--- config.mk ---
export PLATFORM = sky130hd
export DESIGN_NAME = mrie_exec
export DESIGN_NICKNAME = d
export VERILOG_FILES = /design/src/hdl/mrie_pkg.sv /design/src/hdl/mrie_exec.sv
export SDC_FILE = /design/constraint.sdc
export NUM_CORES = 1
export LEC_CHECK = 0
export BUFFER_PORTS_ARGS = -buffer_cell sky130_fd_sc_hd__buf_2
export CORE_MARGIN = 4
export CORE_UTILIZATION = 40
export CTS_BUF_LIST = sky130_fd_sc_hd__clkbuf_4 sky130_fd_sc_hd__clkbuf_8
export CTS_CLUSTER_SIZE = 8
export DETAILED_ROUTE_END_ITERATION = 6
export PLACE_DENSITY = 0.7
export SYNTH_ARGS = -nofsm -noshare
export SYNTH_HDL_FRONTEND = slang
export SYNTH_SLANG_ARGS = --single-unit
--- constraint.sdc ---
create_clock -name mclk -period 4.4 [get_ports mclk]
set_input_delay 0.66 -clock mclk [delete_from_list [all_inputs] [get_ports mclk]]
set_output_delay 0.66 -clock mclk [all_outputs]
set_load 0.005 [all_outputs]
--- src/hdl/mrie_pkg.sv ---
// shared constants and types for the move/return instruction executor
package mrie_pkg;
    localparam int INSTR_W = 14;
    localparam int DATA_W = 8;
    localparam int FADDR_W = 7;
    localparam int PC_W = 13;
    localparam int STACK_DEPTH = 8;

    // opcode match masks and values, 14-bit instruction word
    localparam logic [13:0] MOVE_FILE_MASK = 14'h3F80;
    localparam logic [13:0] MOVE_FILE_VAL = 14'h0080;
    localparam logic [13:0] LOAD_LIT_MASK = 14'h3C00;
    localparam logic [13:0] LOAD_LIT_VAL = 14'h3000;
    localparam logic [13:0] RET_LIT_MASK = 14'h3C00;
    localparam logic [13:0] RET_LIT_VAL = 14'h3400;
    localparam logic [13:0] NO_OP_MASK = 14'h3F9F;
    localparam logic [13:0] NO_OP_VAL = 14'h0000;
    localparam logic [13:0] RET_INT_MASK = 14'h3FFF;
    localparam logic [13:0] RET_INT_VAL = 14'h0009;

    // operand field positions
    localparam int LIT_LSB = 0;
    localparam int FADDR_LSB = 0;

    // interrupt control register layout
    localparam int INTCTL_IRQ_EN_BIT = 7;

    // reset values and program counter step
    localparam logic [7:0] W_RST = 8'h00;
    localparam logic [12:0] PC_RST = 13'h0000;
    localparam logic [7:0] INTCTL_RST = 8'h00;
    localparam logic [12:0] PC_STEP = 13'h0001;

    typedef enum logic [2:0] {
        MRIE_OP_NONE,
        MRIE_OP_MOVE_FILE,
        MRIE_OP_LOAD_LIT,
        MRIE_OP_NO_OP,
        MRIE_OP_RET_INT,
        MRIE_OP_RET_LIT
    } mrie_op_t;

    typedef enum logic {
        MRIE_ST_EXEC,
        MRIE_ST_FLUSH
    } mrie_state_t;

    // file register write strobe with its address and data
    typedef struct packed {
        logic we;
        logic [6:0] addr;
        logic [7:0] data;
    } mrie_fwr_t;
endpackage
--- src/hdl/mrie_exec.sv ---
// executor for move-to-file, load literal, no-op and the two returns
// Functional notes
// - move_work_to_file copies W to file, one cycle
// - load_literal_to_work loads literal into W, one cycle
// - return_from_interrupt_instr pops stack into PC, two cycles
// - return_from_interrupt_instr sets global_interrupt_enable bit seven
// - return_with_literal_instr loads literal into W
// - return_with_literal_instr pops stack into PC
// - return_with_literal_instr takes two cycles
`timescale 1ns/1ps
`default_nettype none
module mrie_exec #(
    parameter int STACK_DEPTH = mrie_pkg::STACK_DEPTH
) (
    // clock, reset, enable
    input wire logic mclk,
    input wire logic rst,
    input wire logic ce,
    // instruction issue
    input wire logic instr_valid,
    input wire logic [13:0] instr,
    output logic instr_ready,
    output logic instr_done,
    output logic instr_unsupported,
    // return stack push from call or interrupt entry
    input wire logic push_valid,
    input wire logic [12:0] push_addr,
    // architectural state
    output logic [7:0] work_reg,
    output logic [12:0] program_counter,
    output logic [7:0] interrupt_control_reg,
    output logic [12:0] stack_top_entry,
    output mrie_pkg::mrie_fwr_t file_wr
);
    localparam int SP_W = (STACK_DEPTH > 1) ? $clog2(STACK_DEPTH) : 1;

    // parameters the logic cannot serve
    if (STACK_DEPTH < 2 || (STACK_DEPTH & (STACK_DEPTH - 1)) != 0) begin : g_bad_depth
        $error("STACK_DEPTH must be a power of two, at least 2");
    end
    if (mrie_pkg::INSTR_W != 14 || mrie_pkg::DATA_W != 8) begin : g_bad_width
        $error("package data widths do not match the ports");
    end
    if (mrie_pkg::FADDR_W != 7 || mrie_pkg::PC_W != 13) begin : g_bad_addr
        $error("package address widths do not match the ports");
    end
    if (mrie_pkg::FADDR_W + mrie_pkg::DATA_W + 1 != $bits(mrie_pkg::mrie_fwr_t)) begin : g_bad_fwr
        $error("file write record width does not match its fields");
    end

    // architectural and handshake registers
    logic [7:0] w_ff;
    logic [12:0] pc_ff;
    logic [7:0] intctl_ff;
    logic ready_ff;
    logic done_ff;
    logic unsup_ff;
    mrie_pkg::mrie_fwr_t fwr_ff;
    mrie_pkg::mrie_state_t state_ff;
    // return stack
    logic [SP_W-1:0] sp_ff;
    logic [12:0] stack_mem [STACK_DEPTH];
    logic [12:0] tos_ff;

    // decode
    wire logic take = ce && instr_valid && ready_ff;
    wire logic is_move_file = (instr & mrie_pkg::MOVE_FILE_MASK) == mrie_pkg::MOVE_FILE_VAL;
    wire logic is_load_lit = (instr & mrie_pkg::LOAD_LIT_MASK) == mrie_pkg::LOAD_LIT_VAL;
    wire logic is_ret_lit = (instr & mrie_pkg::RET_LIT_MASK) == mrie_pkg::RET_LIT_VAL;
    wire logic is_no_op = (instr & mrie_pkg::NO_OP_MASK) == mrie_pkg::NO_OP_VAL;
    wire logic is_ret_int = (instr & mrie_pkg::RET_INT_MASK) == mrie_pkg::RET_INT_VAL;
    wire mrie_pkg::mrie_op_t op = is_move_file ? mrie_pkg::MRIE_OP_MOVE_FILE :
                                  is_load_lit ? mrie_pkg::MRIE_OP_LOAD_LIT :
                                  is_ret_lit ? mrie_pkg::MRIE_OP_RET_LIT :
                                  is_ret_int ? mrie_pkg::MRIE_OP_RET_INT :
                                  is_no_op ? mrie_pkg::MRIE_OP_NO_OP :
                                  mrie_pkg::MRIE_OP_NONE;
    // operand fields
    wire logic [7:0] lit = instr[mrie_pkg::LIT_LSB +: mrie_pkg::DATA_W];
    wire logic [6:0] faddr = instr[mrie_pkg::FADDR_LSB +: mrie_pkg::FADDR_W];
    // stack pointer moves; a pop beats a push in the same cycle
    wire logic do_pop = take && (is_ret_lit || is_ret_int);
    wire logic do_push = ce && push_valid && !do_pop;
    wire logic [SP_W-1:0] sp_dec = sp_ff - SP_W'(1);
    wire logic [SP_W-1:0] sp_inc = sp_ff + SP_W'(1);
    // entry that becomes the top once the current top is popped
    wire logic [12:0] pop_next = stack_mem[sp_dec - SP_W'(1)];
    wire logic [12:0] pc_inc = pc_ff + mrie_pkg::PC_STEP;

    // next-state values
    logic [7:0] nxt_w;
    logic [12:0] nxt_pc;
    logic [7:0] nxt_intctl;
    logic nxt_ready;
    logic nxt_done;
    logic nxt_unsup;
    mrie_pkg::mrie_fwr_t nxt_fwr;
    mrie_pkg::mrie_state_t nxt_state;

    always_comb begin
        nxt_w = w_ff;
        nxt_pc = pc_ff;
        nxt_intctl = intctl_ff;
        nxt_ready = ready_ff;
        nxt_done = 1'b0;
        nxt_unsup = 1'b0;
        nxt_fwr = '0;
        nxt_state = state_ff;
        case (state_ff)
            mrie_pkg::MRIE_ST_EXEC: begin
                if (take) begin
                    case (op)
                        // one-cycle instructions
                        mrie_pkg::MRIE_OP_MOVE_FILE: begin
                            nxt_fwr.we = 1'b1;
                            nxt_fwr.addr = faddr;
                            nxt_fwr.data = w_ff;
                            nxt_pc = pc_inc;
                            nxt_done = 1'b1;
                        end
                        mrie_pkg::MRIE_OP_LOAD_LIT: begin
                            nxt_w = lit;
                            nxt_pc = pc_inc;
                            nxt_done = 1'b1;
                        end
                        mrie_pkg::MRIE_OP_NO_OP: begin
                            nxt_pc = pc_inc;
                            nxt_done = 1'b1;
                        end
                        // two-cycle returns; the second cycle is the flush
                        mrie_pkg::MRIE_OP_RET_INT: begin
                            nxt_pc = tos_ff;
                            nxt_intctl[mrie_pkg::INTCTL_IRQ_EN_BIT] = 1'b1;
                            nxt_ready = 1'b0;
                            nxt_state = mrie_pkg::MRIE_ST_FLUSH;
                        end
                        mrie_pkg::MRIE_OP_RET_LIT: begin
                            nxt_w = lit;
                            nxt_pc = tos_ff;
                            nxt_ready = 1'b0;
                            nxt_state = mrie_pkg::MRIE_ST_FLUSH;
                        end
                        // outside the subset: flag it, leave state alone
                        default: begin
                            nxt_unsup = 1'b1;
                            nxt_done = 1'b1;
                        end
                    endcase
                end
            end
            mrie_pkg::MRIE_ST_FLUSH: begin
                // second cycle stands in for the discarded prefetch
                if (ce) begin
                    nxt_ready = 1'b1;
                    nxt_done = 1'b1;
                    nxt_state = mrie_pkg::MRIE_ST_EXEC;
                end
            end
            default: begin
                nxt_ready = 1'b1;
                nxt_state = mrie_pkg::MRIE_ST_EXEC;
            end
        endcase
    end

    always_ff @(posedge mclk or posedge rst) begin
        if (rst) begin
            w_ff <= mrie_pkg::W_RST;
            pc_ff <= mrie_pkg::PC_RST;
            intctl_ff <= mrie_pkg::INTCTL_RST;
            ready_ff <= 1'b1;
            done_ff <= 1'b0;
            unsup_ff <= 1'b0;
            fwr_ff <= '0;
            state_ff <= mrie_pkg::MRIE_ST_EXEC;
        end else if (ce) begin
            // everything holds while ce is low
            w_ff <= nxt_w;
            pc_ff <= nxt_pc;
            intctl_ff <= nxt_intctl;
            ready_ff <= nxt_ready;
            done_ff <= nxt_done;
            unsup_ff <= nxt_unsup;
            fwr_ff <= nxt_fwr;
            state_ff <= nxt_state;
        end
    end

    // circular return stack; sp_ff points at the next free slot
    always_ff @(posedge mclk or posedge rst) begin
        if (rst) begin
            sp_ff <= '0;
            tos_ff <= mrie_pkg::PC_RST;
        end else if (do_pop) begin
            sp_ff <= sp_dec;
            tos_ff <= pop_next;
        end else if (do_push) begin
            sp_ff <= sp_inc;
            tos_ff <= push_addr;
        end
    end

    // storage is not reset; popping an empty stack reads stale entries
    always_ff @(posedge mclk) begin
        if (do_push) begin
            stack_mem[sp_ff] <= push_addr;
        end
    end

    // outputs straight from flip-flops
    assign work_reg = w_ff;
    assign program_counter = pc_ff;
    assign interrupt_control_reg = intctl_ff;
    assign stack_top_entry = tos_ff;
    assign file_wr = fwr_ff;
    assign instr_ready = ready_ff;
    assign instr_done = done_ff;
    assign instr_unsupported = unsup_ff;
endmodule
`default_nettype wire

==> metrics.json <==
{
  "yosys": {
    "synth_enable_flop_cells": 104,
    "syn_avg_cell_area_um2": 15.80,
    "yosys-top-cells-area": "sky130_fd_sc_hd__edfxtp_1, sky130_fd_sc_hd__dfrtp_1, sky130_fd_sc_hd__mux4_2, sky130_fd_sc_hd__mux2i_1, sky130_fd_sc_hd__a22o_1",
    "post_synth_inst_count": 438,
    "synth_cell_type_count": 51,
    "post_synth_most_frequent_cells": "sky130_fd_sc_hd__edfxtp_1, sky130_fd_sc_hd__dfrtp_1, sky130_fd_sc_hd__mux4_2",
    "ys_seq_area_frac": 0.6612,
    "ys_warn_count": 0,
    "synth-main-ff-cell": "sky130_fd_sc_hd__edfxtp_1",
    "post_synthesis_instance_area_mm2": 0.006920,
    "synth-seq-cells": 162,
    "postSynth.asyncResetShare": 0.3580,
    "most_common_cell_in_the_synthesized_netlist": "sky130_fd_sc_hd__edfxtp_1",
    "synthDominantAreaCellType": "sky130_fd_sc_hd__edfxtp_1",
    "synth_top_area_share": 0.4513
  },
  "timing": {
    "setup_viol": 0,
    "timing_worst_slew_pin_value_ns": 1.184,
    "grt_setup_unrepaired": "no",
    "timing.clock.skew_ns": 0.01012,
    "finalCritPeriodShare": 0.6266,
    "fin_setup_tns_ns": 0,
    "post_layout_minimum_cycle_time_ns": 2.757,
    "layout_setup_ws_ns": 1.643,
    "report.final.hold_viol_count": 0,
    "timing.max_slew.rel_slack": 0.2106,
    "timing_max_transition_violations_final": 0,
    "fmaxAchievable_mhz": 362.7
  },
  "die": {
    "starting_density_of_the_core": 0.4129,
    "chipHeight_um": 139.5,
    "die-width_um": 139.5,
    "die_area_mm2": 0.01947,
    "floorplan.core_area_mm2": 0.01676,
    "floorplan.io_pins": 93,
    "core.rowCount": 47
  },
  "clocking": {
    "cts_setup_buffers": 0,
    "root_buffer_cell": "sky130_fd_sc_hd__clkbuf_8",
    "post_cts.resized_instances": 0,
    "hold_fix_buffers_cts": 0,
    "clkTransAtPathRegs_ns": 0.09,
    "htree_levels": 4,
    "cts_tree": "done",
    "numCtsBuffers": 17,
    "clk_latency_worst_skew_pair_ns": 0.45,
    "clock_tree.buffer_depth": 2,
    "tritoncts_num_sinks": 162
  },
  "detailed_routing": {
    "route.vias.total": 4161,
    "route.final.wire_length_um": 15550,
    "vias_per_cell": 5.504,
    "route.detailed.drc": 0,
    "drt-initial-drc-count": 295,
    "detailedRoute.firstPassIterationCount": 5,
    "ant_nets": 0,
    "average_wire_per_standard_cell_um": 20.56
  },
  "flow_run": {
    "maxCapViolCount": 0
  },
  "setup_path": {
    "reg2regPathDepth": 5,
    "start_kind": "flip-flop",
    "timing.setup.critical_path_class": "flip-flop to flip-flop",
    "worstSetupEndpointType": "flip-flop",
    "cp_data_required_time_ns": 4.68,
    "worst-endpoint-arrival_ns": 3.04,
    "critical_path.max_fanout": 29
  },
  "run_status": {
    "result_of_the_run": "completed"
  },
  "power_and_ir_drop": {
    "p_switching_mw": 1.289,
    "seq_power_share": 0.437,
    "intPower_mw": 2.809,
    "powerDensity_mw_per_mm2": 516.1,
    "reported_leakage_power_nw": 3.167,
    "logic_pwr_share": 0.284,
    "power.share.clock": 0.279,
    "irDropWorstVdd_mv": 0.3030,
    "fin_total_pwr_mw": 4.097,
    "share_of_total_power_consumed_by_net_switching": 0.3145
  },
  "place": {
    "dp_slack_ns": 1.306,
    "place.detailed.instances": 724,
    "portBuffers": 85,
    "place_hpwl_um": 10850,
    "routability_congestion_estimate_from_global_placement": 0.8347
  },
  "finish": {
    "area_growth_syn_to_layout_pct": 14.72,
    "drive_gt1_frac": 0.3246,
    "regMostFlops": "stack_mem",
    "layout.nets": 559,
    "finalNonFillerCells": 756,
    "largest_register_ffs": 104,
    "finish.utilization": 0.4737,
    "n_antenna_cell": 0
  },
  "global_routing": {
    "grt.total_usage": 0.1633,
    "grt_max_degree": 59,
    "gr-total-overflow": 0,
    "antenna_found_initial": 0,
    "grt_first_pass_wirelength_um": 24450,
    "grt_pass1_vias": 4232
  },
  "hold_path": {
    "min-delay-path-class": "primary input to asynchronous set/reset pin"
  }
}
cell usage in the layout (no fill, tap or decap), drive strengths merged, types with 2 or more instances in the layout:
master	Yosys	layout
mux2	12	12
a31o	3	3
nand3	9	9
and4	3	3
mux2i	18	18
nor3	8	8
a2bb2oi	3	3
a21oi	19	19
nor2	22	22
xnor2	3	3
clkinv	2	5
buf	18	88
nand2	15	15
dfrtp	57	57
conb	1	7
mux4	26	26
a21boi	3	3
edfxtp	104	104
ha	4	4
nand4	3	3
bufinv	0	2
a31oi	2	2
a21o	3	3
nand2b	2	2
clkbuf	10	17
a22oi	4	4
nor4	2	2
a22o	20	20
o21ai	10	10
and3	3	3
a211oi	15	15
and2	15	15
inv	8	17
stage by stage:
stage | hold WS, ns | area [µm²]
after floorplan | 0.4663 | 6943
after global routing | 0.4387 | 7939
after detailed placement | 0.4701 | 7512
after global placement | 0.4514 | 7512
final | 0.3966 | 7939
after CTS | 0.4040 | 7939
final timing paths:
kind | slack, ns | endpoint | from
max | 1.64 | stack_top_entry[7] | sp_ff[1]
min | 0.40 | file_wr[13] | rst
max reg2reg | 1.64 | stack_top_entry[7] | sp_ff[1]
min reg2reg | 0.49 | interrupt_control_reg[7] | interrupt_control_reg[7]
max in group asynchronous | 3.47 | sp_ff[0] | rst
min in group mclk | 0.45 | file_wr[14] | instr[6]
critical path: stages (launching register included):
cell                      delay (ns)
sky130_fd_sc_hd__dfrtp_1        0.53
sky130_fd_sc_hd__inv_1          0.13
sky130_fd_sc_hd__ha_1           1.10
sky130_fd_sc_hd__mux4_2         0.47
sky130_fd_sc_hd__mux2i_1        0.24
sky130_fd_sc_hd__a21oi_1        0.11
power by group through the flow:
stage                     Combinational, mW  Sequential [mW]  Clock [mW]
after floorplan                       0.882             1.79           0
after global placement                 1.15             1.82           0
after detailed placement               1.17             1.82           0
after CTS                              1.18             1.79        1.17
after global routing                   1.25             1.80        1.24
final                                  1.16             1.79        1.14
per-layer routing:
layer | share of wire | track usage | wire, µm
met1 | 0.41 | 0.2097 | 6346
met2 | 0.49 | 0.2682 | 7672
met5 | 0 | 0 | 0
met3 | 0.076 | 0.04597 | 1181
met4 | 0.022 | 0.05711 | 344
layout make-up:
| cell class | count | area (µm²) |
|---|---|---|
| Fill cell | 1430 | 8821 |
| Sequential cell | 162 | 4577 |
| Multi-Input combinational cell | 244 | 2175 |
| Timing Repair Buffer | 88 | 447.9 |
| Tap cell | 220 | 275.3 |
| Clock buffer | 17 | 234.0 |
| Clock inverter | 15 | 192.7 |
| Inverter | 10 | 37.54 |
logic make-up (layout without fill, tap and decap cells):
logic type / after synthesis / in the layout / synth area share
AOI/OAI and AO/OA: 87 / 87 / 0.09239
buffers and inverters: 38 / 130 / 0.02983
and+or+nand+nor: 86 / 86 / 0.07142
adders and majority gates: 4 / 4 / 0.007232
DFF: 162 / 162 / 0.6612
xor gates and xnor gates: 4 / 4 / 0.005063
other: 1 / 7 / 0.0005419
muxes: 56 / 56 / 0.1323
Note: power is estimated with default switching activity, not from simulation.
